**src/rtl/sst_defs.svh**
```systemverilog
// constants of the security supervisor: timing counts, widths, status bits
// assumes one 25 MHz system clock
`ifndef SST_DEFS_SVH
`define SST_DEFS_SVH
`define SST_CLK_MHZ 25
`define SST_CRC_POLY 32'h04C11DB7
`define SST_CRC_INIT 32'hFFFFFFFF
`define SST_STAT_ERROR 0
`define SST_STAT_APPROVED 1
`define SST_STAT_DONE 2
`define SST_STAT_BUSY 3
`define SST_STAT_SECRETS 4
`define SST_STAT_AUTH 5
`define SST_STAT_WIDTH 8
`define SST_FAIL_KAT 0
`define SST_FAIL_FWCRC 1
`define SST_FAIL_RNG 2
`define SST_FAIL_CSPCRC 3
`define SST_IRQ_US 1
`define SST_IRQ_CYCLES ((`SST_IRQ_US * `SST_CLK_MHZ) < 1 ? 1 : (`SST_IRQ_US * `SST_CLK_MHZ))
`endif

```
**src/rtl/sst_pkg.sv**
```systemverilog
// types of the security supervisor
// assumes sst_defs.svh is on the include path
package sst_pkg;
   typedef enum logic [9:0]
   {
      SST_KAT_ENC = 10'h001,
      SST_KAT_DEC = 10'h002,
      SST_KAT_DRBG = 10'h004,
      SST_KAT_SHA = 10'h008,
      SST_FW_CRC = 10'h010,
      SST_FW_CHK = 10'h020,
      SST_IDLE = 10'h040,
      SST_CFG_ID = 10'h080,
      SST_CFG_SEED = 10'h100,
      SST_ERROR = 10'h200
   } sst_state_t;
endpackage

```
**src/rtl/sst_crc32.sv**
```systemverilog
// bytewise crc-32 accumulator, one byte per clock
// assumes the caller clears it before a new image
module sst_crc32
   import sst_pkg::*;
(
   input wire logic sys_clk,
   input wire logic rst,
   input wire logic clear,
   input wire logic byteValid,
   input wire logic [7:0] byteData,
   output logic [31:0] crc
);
`include "sst_defs.svh"
   logic [31:0] crc_reg;
   logic [31:0] crc_next;
   logic [31:0] stage [0:8];

   // eight serial steps of the polynomial division
   assign stage[0] = crc_reg;
   genvar i;
   generate
      for (i = 0; i < 8; i++)
      begin : g_bit
         wire fb = stage[i][31] ^ byteData[7 - i];
         assign stage[i + 1] = {stage[i][30:0], 1'b0} ^ (fb ? `SST_CRC_POLY : 32'h00000000);
      end
   endgenerate
   assign crc_next = clear ? `SST_CRC_INIT : (byteValid ? stage[8] : crc_reg);
   assign crc = crc_reg;

   // accumulator register
   always_ff @(posedge sys_clk)
   begin
      if (rst)
         crc_reg <= `SST_CRC_INIT;
      else
         crc_reg <= crc_next;
   end
endmodule

```
**src/rtl/sst_supervisor.sv**
```systemverilog
// security supervisor: power-up self-test sequence, conditional tests,
// latched error state, approved/non-approved mode and secret zeroization
// assumes engines (aes, sha, drbg) report results by one-cycle pulses and that
// flash images stream in one byte per clock; one clock, synchronous reset
// Functional notes
// - power-up runs all known-answer and firmware tests
// - firmware check is 32-bit crc compare
// - power-up failure latches error, blocks storage
// - conditional failure latches same error, blocks storage
// - status output shows error state
// - reset re-runs the whole self-test sequence
// - repetition tests on generator and entropy first
// - crc check stored secrets before reading them
// - generator state rewritten after each generation
// - aes key volatile, other secrets in flash
// - challenge-response held only during authentication
// - no external read path to secrets
// - reset without secrets means non-approved mode
// - credential and identifier start unset
// - configure: write id, make seed, approve
// - status output shows approved or not
// - change-mode zeroizes all secrets, leaves approved
// - no storage path bypasses the crypto
// - self-test completion raises interrupt notification
module sst_supervisor
   import sst_pkg::*;
#(
   parameter int ID_BYTES = 30,
   parameter int CRED_BYTES = 4
)
(
   input wire logic sys_clk,
   input wire logic rst,
   input wire logic katDone,
   input wire logic katPass,
   input wire logic fwByteValid,
   input wire logic [7:0] fwByte,
   input wire logic fwLast,
   input wire logic [31:0] fwExpectedCrc,
   input wire logic genRequest,
   input wire logic genRepeatFail,
   input wire logic entropyRepeatFail,
   input wire logic flashByteValid,
   input wire logic [7:0] flashByte,
   input wire logic flashLast,
   input wire logic [31:0] flashStoredCrc,
   input wire logic cmdConfigure,
   input wire logic cmdChangeMode,
   input wire logic cmdStatus,
   input wire logic flashWriteDone,
   input wire logic seedDone,
   input wire logic authActive,
   input wire logic secretsPresent,
   input wire logic cryptPathReady,
   output logic katStart,
   output logic [1:0] katSelect,
   output logic fwCrcActive,
   output logic genGrant,
   output logic genStateWrite,
   output logic flashReadAllow,
   output logic idWrite,
   output logic seedGenerate,
   output logic zeroize,
   output logic challengeKeep,
   output logic storageEnable,
   output logic irq,
   output logic statusValid,
   output logic [7:0] statusByte
);
`include "sst_defs.svh"
   sst_state_t state_reg, state_next;
   logic approved_reg, approved_next;
   logic testsDone_reg;
   logic [3:0] failCause_reg, failCause_next;
   logic katStart_reg, katStart_next;
   logic [1:0] katSel_reg;
   logic genGrant_reg, genWrite_reg, flashAllow_reg;
   logic idWrite_reg, seedGen_reg, zeroize_reg;
   logic challenge_reg, storage_reg;
   logic irq_reg;
   logic [7:0] irqCnt_reg;
   logic statusValid_reg;
   logic [7:0] status_reg;
   logic fwDone_reg;
   logic cspFail_reg, cspCheck_reg;
   logic [31:0] fwCrc;
   logic [31:0] cspCrc;
   logic startCount_reg;

   // two crc engines: firmware image and stored secrets
   wire fwClear = rst | (state_reg == SST_KAT_ENC);
   sst_crc32 u_fw_crc
   (
      .sys_clk(sys_clk),
      .rst(rst),
      .clear(fwClear),
      .byteValid(fwByteValid && (state_reg == SST_FW_CRC)),
      .byteData(fwByte),
      .crc(fwCrc)
   );
   wire cspClear = (state_reg != SST_IDLE) | cspCheck_reg;
   sst_crc32 u_csp_crc
   (
      .sys_clk(sys_clk),
      .rst(rst),
      .clear(cspClear),
      .byteValid(flashByteValid && (state_reg == SST_IDLE)),
      .byteData(flashByte),
      .crc(cspCrc)
   );

   // decode of events and test results
   wire katFail = katDone && !katPass;
   wire fwMismatch = fwDone_reg && (fwCrc != fwExpectedCrc);
   wire rngFail = genRequest && (genRepeatFail || entropyRepeatFail);
   wire cspStep = flashByteValid && flashLast && (state_reg == SST_IDLE);
   wire cspMismatch = cspFail_reg;
   wire condFail = rngFail || cspMismatch;
   wire inError = (state_reg == SST_ERROR);
   wire goodGen = genRequest && !genRepeatFail && !entropyRepeatFail && (state_reg == SST_IDLE);
   wire [7:0] statusNext = {2'b00, authActive, secretsPresent && approved_reg,
      !testsDone_reg && !inError, testsDone_reg, approved_reg, inError};

   // sequencer: kat steps, firmware crc, idle service, latched error
   always_comb
   begin
      state_next = state_reg;
      katStart_next = 1'b0;
      failCause_next = failCause_reg;
      approved_next = approved_reg;
      case (state_reg)
         SST_KAT_ENC, SST_KAT_DEC, SST_KAT_DRBG, SST_KAT_SHA:
         begin
            if (katFail)
            begin
               state_next = SST_ERROR;
               failCause_next[`SST_FAIL_KAT] = 1'b1;
            end
            else if (katDone)
            begin
               katStart_next = (state_reg != SST_KAT_SHA);
               case (state_reg)
                  SST_KAT_ENC: state_next = SST_KAT_DEC;
                  SST_KAT_DEC: state_next = SST_KAT_DRBG;
                  SST_KAT_DRBG: state_next = SST_KAT_SHA;
                  default: state_next = SST_FW_CRC;
               endcase
            end
         end
         SST_FW_CRC:
            if (fwByteValid && fwLast)
               state_next = SST_FW_CHK;
         SST_FW_CHK:
            if (fwDone_reg)
            begin
               if (fwMismatch)
               begin
                  state_next = SST_ERROR;
                  failCause_next[`SST_FAIL_FWCRC] = 1'b1;
               end
               else
                  state_next = SST_IDLE;
            end
         SST_IDLE:
         begin
            if (condFail)
            begin
               state_next = SST_ERROR;
               failCause_next[`SST_FAIL_RNG] = rngFail;
               failCause_next[`SST_FAIL_CSPCRC] = cspMismatch;
            end
            else if (cmdChangeMode)
               approved_next = 1'b0;
            else if (cmdConfigure)
               state_next = SST_CFG_ID;
         end
         SST_CFG_ID:
            if (flashWriteDone)
               state_next = SST_CFG_SEED;
         SST_CFG_SEED:
            if (seedDone)
            begin
               state_next = SST_IDLE;
               approved_next = 1'b1;
            end
         SST_ERROR:
            state_next = SST_ERROR;
         default:
            state_next = SST_ERROR;
      endcase
   end

   // state, mode and fault cause; reset restarts the tests
   always_ff @(posedge sys_clk)
   begin
      if (rst)
      begin
         state_reg <= SST_KAT_ENC;
         approved_reg <= 1'b0;
         failCause_reg <= 4'h0;
         katStart_reg <= 1'b0;
         startCount_reg <= 1'b1;
      end
      else
      begin
         state_reg <= state_next;
         approved_reg <= approved_next;
         failCause_reg <= failCause_next;
         katStart_reg <= katStart_next | startCount_reg;
         startCount_reg <= 1'b0;
      end
   end

   // kat selector and test completion tracking
   always_ff @(posedge sys_clk)
   begin
      if (rst)
      begin
         katSel_reg <= 2'h0;
         testsDone_reg <= 1'b0;
         fwDone_reg <= 1'b0;
      end
      else
      begin
         if (katDone && katPass)
            katSel_reg <= katSel_reg + 2'h1;
         if ((state_reg == SST_FW_CHK) && fwDone_reg && !fwMismatch)
            testsDone_reg <= 1'b1;
         fwDone_reg <= (state_reg == SST_FW_CRC) && fwByteValid && fwLast;
      end
   end

   // secret crc verdict taken one cycle after the last byte
   always_ff @(posedge sys_clk)
   begin
      if (rst)
      begin
         cspCheck_reg <= 1'b0;
         cspFail_reg <= 1'b0;
      end
      else
      begin
         cspCheck_reg <= cspStep;
         cspFail_reg <= cspCheck_reg && (cspCrc != flashStoredCrc);
      end
   end

   // generator grant, state write-back, flash read permit
   always_ff @(posedge sys_clk)
   begin
      if (rst)
      begin
         genGrant_reg <= 1'b0;
         genWrite_reg <= 1'b0;
         flashAllow_reg <= 1'b0;
      end
      else
      begin
         genGrant_reg <= goodGen;
         genWrite_reg <= genGrant_reg && !inError;
         flashAllow_reg <= cspCheck_reg && (cspCrc == flashStoredCrc) && !condFail;
      end
   end

   // configure and zeroize strobes, challenge hold, storage gate
   always_ff @(posedge sys_clk)
   begin
      if (rst)
      begin
         idWrite_reg <= 1'b0;
         seedGen_reg <= 1'b0;
         zeroize_reg <= 1'b1;
         challenge_reg <= 1'b0;
         storage_reg <= 1'b0;
      end
      else
      begin
         idWrite_reg <= (state_next == SST_CFG_ID) && (state_reg == SST_IDLE);
         seedGen_reg <= (state_next == SST_CFG_SEED) && (state_reg == SST_CFG_ID);
         zeroize_reg <= (state_reg == SST_IDLE) && cmdChangeMode && !condFail;
         challenge_reg <= authActive && approved_reg && !inError;
         storage_reg <= testsDone_reg && (state_next != SST_ERROR) && cryptPathReady;
      end
   end

   // completion interrupt: pulse stretched to a fixed width
   always_ff @(posedge sys_clk)
   begin
      if (rst)
      begin
         irq_reg <= 1'b0;
         irqCnt_reg <= 8'h00;
      end
      else if (((state_reg == SST_FW_CHK) && fwDone_reg) || (state_next == SST_ERROR
         && state_reg != SST_ERROR && state_reg != SST_IDLE))
      begin
         irq_reg <= 1'b1;
         irqCnt_reg <= 8'(`SST_IRQ_CYCLES - 1);
      end
      else if (irqCnt_reg != 8'h00)
         irqCnt_reg <= irqCnt_reg - 8'h01;
      else
         irq_reg <= 1'b0;
   end

   // status answer: flags only, never secret contents
   always_ff @(posedge sys_clk)
   begin
      if (rst)
      begin
         statusValid_reg <= 1'b0;
         status_reg <= 8'h00;
      end
      else
      begin
         statusValid_reg <= cmdStatus;
         status_reg <= cmdStatus ? statusNext : status_reg;
      end
   end

   assign katStart = katStart_reg;
   assign katSelect = katSel_reg;
   assign fwCrcActive = (state_reg == SST_FW_CRC) ? 1'b1 : 1'b0;
   assign genGrant = genGrant_reg;
   assign genStateWrite = genWrite_reg;
   assign flashReadAllow = flashAllow_reg;
   assign idWrite = idWrite_reg;
   assign seedGenerate = seedGen_reg;
   assign zeroize = zeroize_reg;
   assign challengeKeep = challenge_reg;
   assign storageEnable = storage_reg;
   assign irq = irq_reg;
   assign statusValid = statusValid_reg;
   assign statusByte = status_reg;
endmodule

```
**config.mk**
```make
export PLATFORM = sky130hd
export DESIGN_NAME = sst_supervisor
export DESIGN_NICKNAME = d
export VERILOG_FILES = /design/src/rtl/sst_pkg.sv /design/src/rtl/sst_crc32.sv /design/src/rtl/sst_supervisor.sv
export VERILOG_INCLUDE_DIRS = /design/src /design/src/rtl
export SDC_FILE = /design/constraint.sdc
export NUM_CORES = 1
export LEC_CHECK = 0
export CORE_MARGIN = 4
export CORE_UTILIZATION = 50
export DETAILED_ROUTE_END_ITERATION = 12
export DONT_BUFFER_PORTS = 1
export GPL_TIMING_DRIVEN = 0
export HOLD_SLACK_MARGIN = 0.12
export SYNTH_ARGS = -nofsm -noshare
export SYNTH_HDL_FRONTEND = slang
export SYNTH_SLANG_ARGS = --single-unit
```
**constraint.sdc**
```tcl
create_clock -name sys_clk -period 5.61 [get_ports sys_clk]
set_input_delay 1.683 -clock sys_clk [delete_from_list [all_inputs] [get_ports sys_clk]]
set_output_delay 1.683 -clock sys_clk [all_outputs]
set_load 0.005 [all_outputs]
```
==> results of run 1 <==
==> worst max-delay path: cells and delay by family, from the launching register on <==
kind,cells,cell delay [ns]
buffers and inverters,2,0.37
DFF,1,0.30
and+or+nand+nor,2,0.81
==> final cells by class <==
type                       count  share of cell area
inverter                      14             0.00786
buffer                        33              0.0210
multi-input combinational    528               0.572
clock buffer                  12              0.0368
clock inverter                 4              0.0146
sequential                   107               0.320
tap                          147              0.0275
==> Yosys cell counts, types with 3 or more instances <==
cell type  instances  share of area
a21o_1             4         0.0049
a21oi_1           16          0.013
a31oi_1            3         0.0030
clkbuf_1          28          0.017
dfxtp_1          107           0.35
inv_1             14         0.0085
mux2i_1            6         0.0098
nand2_1           81          0.049
nand2b_1           7         0.0071
nand3_1           10         0.0081
nand4_1           17          0.017
nor2_1            29          0.018
nor2b_1            4         0.0041
nor3_1            18          0.015
nor3b_1            3         0.0037
nor4_1             7         0.0071
nor4b_1            3         0.0043
o211ai_1          65          0.079
o21ai_0            8         0.0065
or3_1              3         0.0030
xnor2_1          147           0.21
xnor2_2            7          0.018
xor2_1            50          0.071
==> final timing paths <==
path | from | depth (start not counted) | to
max | state_reg[1]$_SDFF_PP0_ | 4 | fwCrcActive
min | startCount_reg$_DFF_P_ | 2 | katStart$_SDFF_PP0_
max reg2reg | state_reg[1]$_SDFF_PP0_ | 6 | u_csp_crc.crc[10]$_SDFFE_PP1P_
min reg2reg | startCount_reg$_DFF_P_ | 2 | katStart$_SDFF_PP0_
==> layer usage <==
metal | GRT usage | up-vias
met4 | 0.0956 | 0
met3 | 0.0632 | 32
met2 | 0.351 | 140
met1 | 0.301 | 2246
li1 | - | 2363
met5 | 0 | -
==> power groups by stage <==
stage,logic [W],clock network (W),registers (W)
2_1_floorplan,0.000280,0,0.000800
3_3_place_gp,0.000327,0,0.000803
3_5_place_dp,0.000328,0,0.000803
4_1_cts,0.000332,0.000752,0.000786
5_1_grt,0.000363,0.000784,0.000788
6_report,0.000333,0.000740,0.000786
==> through the flow <==
stage,cell area (sq um),util,setup WS (ns)
after floorplan,6160,-,2.26
after global placement,6340,0.528,1.80
after detailed placement,6340,0.528,1.81
after CTS,6690,0.557,2.07
after global routing,6690,0.557,1.96
final,6690,0.557,2.09
==> cell families (layout without fill, tap and decap cells) <==
family / count (synthesis) / count (layout)
muxes: 6 / 6
AOI/OAI and AO/OA: 112 / 112
and+or+nand+nor: 197 / 197
buffers and inverters: 47 / 63
DFF: 107 / 107
adders and majority gates: 1 / 1
xor gates and xnor gates: 210 / 210
other: 1 / 2
==> flow_metrics.tcl, run 1 <==
set metrics [dict create \
    synth-simple-area-share 0.156 \
    portBuffers 0 \
    arrival_ns 1.84 \
    cp_slowest_stage_delay_ns 0.57 \
    finalHoldViolCount 0 \
    antenna_found_initial 0 \
    finalSetupViolations 0 \
    drt-total-wl_microns 15900 \
    fin_hold_ws_ns 0.446 \
    max_freq_mhz 284 \
    wl_met1_microns 7320 \
    critPathLaunchType "flip-flop" \
    drt_iter0_markers 352 \
    r2r_slack_ns 2.71 \
    gp_routability_congestion 0.930 \
    swShare 0.258 \
    power.total_w 0.00186 \
    routed_via_density 5.66 \
    clk_pin_slew_worst_paths_ns 0.07 \
    min_period_ns 3.52 \
    synth_warnings 0 \
    synthAdderAreaFrac 0.00203 \
    dr.max_layer_used "met4" \
    tightest_slew_ns 1.11 \
    synth-compound-area-share 0.132 \
    dieArea_sq_um 14200 \
    register_area_sq_um 2140 \
    detail-route-antenna-nets 0 \
    synthMuxAreaShare 0.00975 \
    final_common_cell "xnor2_1" \
    grt_pass1_vias 4819 \
    met3_length_microns 1030 \
    syn_area_per_cell_sq_um 9.04 \
    synthCells 681 \
    required_ns 3.93 \
    powerDensity_nw_per_um2 278 \
    clkLatencyLatePin_ns 0.36 \
    place_inst 829 \
    syn_area_sq_um 6160 \
    netSwitchingPower_w 0.000479 \
    cts_buffer_depth 2 \
    intPower_w 0.00138 \
    seqPwrFrac 0.423 \
    die_h_microns 119 \
    slew_violations 0 \
    ys_seq_elements 107 \
    cpMaxStageDelayCell "nor4_2" \
    coreArea_sq_um 12000 \
    clock-sinks 107 \
    cap_violations 0 \
    hold_path.class "flip-flop to flip-flop" \
    numCtsBuffers 9 \
    firstDrtPassIters 5 \
    wire_per_inst_microns 18.8 \
    path_class "flip-flop to output pin" \
    fin_crit_sh 0.627 \
    synth_edf_count 0 \
    ctsRootBufferMaster "clkbuf_16" \
    fillers 1132 \
    cp_max_fo 10 \
    synthXorXnorAreaFrac 0.320 \
    post_cts_buffers 0 \
    drive_above_1_share 0.0559 \
    slew_headroom 0.253 \
    row_count 40 \
    layout_common_cells "147 x xnor2_1, 107 x dfxtp_1, 81 x nand2_1" \
    pin_count 121 \
    synthArstFlopShare 0 \
    synth_cell_types 56 \
    cts_tree "done" \
    grt_max_degree 17 \
    area_delta_synth_final_pct 8.64 \
    h-tree-depth 3 \
    via_count 4781 \
    stdcell_count 845 \
    wl_met2_microns 7110 \
    antenna_cells 0 \
    synth_top_family_by_area "XOR/XNOR gates" \
    nets 793 \
    cp-end-kind "output pin" \
    route.detailed.drc 0 \
    grt_setup_unrepaired "false" \
    outcome "finished clean" \
    die_width_microns 119 \
    fin_tns_setup_ns 0 \
    share_comb_of_total_power 0.179 \
    ys_seq_area_frac 0.348 \
    clock_skew_ns 0.00675 \
    grt_use_total 0.228 \
    power_frac_clock 0.398 \
    cts_resized 0 \
    overflow 0 \
    cts_hold_buf 0 \
    power_leakage_nw 2.63 \
    synth_ff_type "dfxtp_1" \
    start_util 0.513 \
    irDropWorstVdd_mv 0.169 \
    grt_pass1_wl_microns 25600 \
    crit_chain "clkbuf_1 > nor4_2 > nand3_1 > inv_1" \
    multi_input_area_sq_um 3830 \
    dp_hpwl_microns 12400 \
]
Note: power is estimated with default switching activity, not from simulation.
==> run 2: changes to the inputs <==
--- a/config.mk
+++ b/config.mk
@@ -6,12 +6,14 @@
 export SDC_FILE = /design/constraint.sdc
 export NUM_CORES = 1
 export LEC_CHECK = 0
+export ABC_AREA = 1
 export CORE_MARGIN = 4
 export CORE_UTILIZATION = 50
 export DETAILED_ROUTE_END_ITERATION = 12
 export DONT_BUFFER_PORTS = 1
 export GPL_TIMING_DRIVEN = 0
 export HOLD_SLACK_MARGIN = 0.12
+export PLACE_DENSITY = 0.68
 export SYNTH_ARGS = -nofsm -noshare
 export SYNTH_HDL_FRONTEND = slang
 export SYNTH_SLANG_ARGS = --single-unit
==> constraint.sdc (replaced) <==
create_clock -name sys_clk -period 3 [get_ports sys_clk]
set_input_delay 0.9 -clock sys_clk [delete_from_list [all_inputs] [get_ports sys_clk]]
set_output_delay 0.9 -clock sys_clk [all_outputs]
set_load 0.005 [all_outputs]
==> flow_metrics.tcl, run 2 <==
set metrics [dict create \
    grt_pass1_vias 5547 \
    cp_max_fo 10 \
    synth_common_cells "192 x nand2_1, 124 x inv_1, 107 x dfxtp_1" \
    grt_pass1_wl_microns 28000 \
    clock-sinks 107 \
    coreArea_sq_um 12800 \
    die_width_microns 124 \
    drive_above_1_share 0.0714 \
    drt_iter0_markers 425 \
    cts_resized 0 \
    clock_skew_ns 0.00729 \
    hold_path.class "flip-flop to flip-flop" \
    max_freq_mhz 386 \
    cts_hold_buf 0 \
    synth-compound-area-share 0.152 \
    synth_warnings 0 \
    power_leakage_nw 3.24 \
    irDropWorstVdd_mv 0.289 \
    multi_input_area_sq_um 3960 \
    start_util 0.520 \
    setup_ws_ns 0.412 \
    antenna_found_initial 0 \
    slew_violations 0 \
    register_area_sq_um 2140 \
    fin_tns_setup_ns 0 \
    synth_cell_types 46 \
    critPathLaunchType "flip-flop" \
    fin_crit_sh 0.863 \
    synthArstFlopShare 0 \
    synthCells 950 \
    finalHoldViolCount 0 \
    clk_pin_slew_worst_paths_ns 0.07 \
    ctsRootBufferMaster "clkbuf_16" \
    via_count 5933 \
    synth_top_area_cell "dfxtp_1" \
    synthAdderAreaFrac 0.00188 \
    slew_headroom 0.425 \
    nets 1062 \
    min_period_ns 2.59 \
    grt_setup_unrepaired "false" \
    post_cts_buffers 0 \
    dieArea_sq_um 15300 \
    overflow 0 \
    synthXorXnorAreaFrac 0.195 \
    antenna_cells 0 \
    detail-route-antenna-nets 0 \
    layout_common_cells "192 x nand2_1, 124 x inv_1, 107 x dfxtp_1" \
    gp_routability_congestion 0.933 \
    path_class "flip-flop to flip-flop" \
    dp_slack_ns 0.424 \
    numCtsBuffers 9 \
    required_ns 3.22 \
    yosysMostFrequentCell "nand2_1" \
    ys_seq_elements 107 \
    arrival_ns 2.80 \
    drt-total-wl_microns 18000 \
    cts_buffer_depth 2 \
    powerDensity_nw_per_um2 438 \
    pin_count 121 \
    routed_via_density 5.21 \
    outcome "finished clean" \
    synthMuxAreaShare 0 \
    synth-simple-area-share 0.243 \
    route.detailed.drc 0 \
    synth_edf_count 0 \
    row_count 41 \
    wire_per_inst_microns 15.8 \
    final_common_cell "nand2_1" \
    grt_use_total 0.239 \
    stdcell_count 1139 \
    tightest_slew_ns 0.854 \
    h-tree-depth 3 \
    dp_hpwl_microns 13900 \
    cap_violations 0 \
    clkLatencyLatePin_ns 0.36 \
    synth_top_area_share 0.321 \
    synth_ff_type "dfxtp_1" \
    syn_area_sq_um 6670 \
    syn_area_per_cell_sq_um 7.02 \
    area_delta_synth_final_pct 7.37 \
    firstDrtPassIters 5 \
    die_h_microns 124 \
    synth_top_family_by_area "simple AND/OR/NAND/NOR gates" \
    cts_tree "done" \
    cp-end-kind "flip-flop" \
    ys_seq_area_frac 0.321 \
    portBuffers 0 \
    grt_max_degree 17 \
    synth.area.top_cells "dfxtp_1 32%, nand2_1 11%, xor2_1 9.2%, xnor2_1 7.6%, inv_1 7.0%" \
    fillers 1251 \
    finalSetupViolations 0 \
    place_inst 1123 \
]
## run 2: kinds of logic after synthesis
family | Yosys count
and+or+nand+nor | 374
AOI/OAI and AO/OA | 180
buffers and inverters | 150
xor gates and xnor gates | 137
DFF | 107
adders and majority gates | 1
other | 1
## run 2: metal layers
metal / routed length, microns / track usage / vias to the layer above
met2: 8400 / 0.393 / 190
met3: 1440 / 0.0631 / 32
li1: - / - / 3056
met1: 7650 / 0.297 / 2655
met5: 0 / 0 / -
met4: 521 / 0.0990 / 0
## run 2: worst paths after layout
check	start	endpoint	slack, ns	cells after the start
worst max-delay path	state_reg[1]$_SDFF_PP0_	u_fw_crc.crc[10]$_SDFFE_PP1P_	0.41	9
worst min-delay path	startCount_reg$_DFF_P_	katStart$_SDFF_PP0_	0.46	2
worst max register to register	state_reg[1]$_SDFF_PP0_	u_fw_crc.crc[10]$_SDFFE_PP1P_	0.41	9
worst min register to register	startCount_reg$_DFF_P_	katStart$_SDFF_PP0_	0.46	2
## run 2: area by class of cell
cell class	instances	share of cell area
Buffer	20	0.0124
Sequential cell	107	0.299
Clock inverter	4	0.00367
Clock buffer	12	0.0344
Inverter	130	0.0683
Multi-Input combinational cell	694	0.552
Tap cell	172	0.0300
## run 2: critical path, cell delays in order (launching register included)
cell and delay, ns:
dfxtp_1 0.32, nor2_1 0.15, nand2_1 0.15, inv_1 0.16, nand3_1 0.18, nor2_1 0.57, inv_2 0.26, clkbuf_1 0.35
a21oi_1 0.21, o21ai_0 0.10
## run 2: stage by stage
step / total power (W) / util / area (sq um) / hold WS [ns]
floorplan: 0.00192 / - / 6680 / 0.413
global placement: 0.00201 / 0.537 / 6890 / 0.465
detailed placement: 0.00202 / 0.537 / 6890 / 0.445
CTS: 0.00315 / 0.559 / 7160 / 0.461
global route: 0.00327 / 0.559 / 7160 / 0.500
finish: 0.00314 / 0.559 / 7160 / 0.461
## run 2: report_power, final
part	internal [W]	switching, W
registers	0.00145	0.0000190
clock network	0.000587	0.000557
logic	0.000193	0.000332
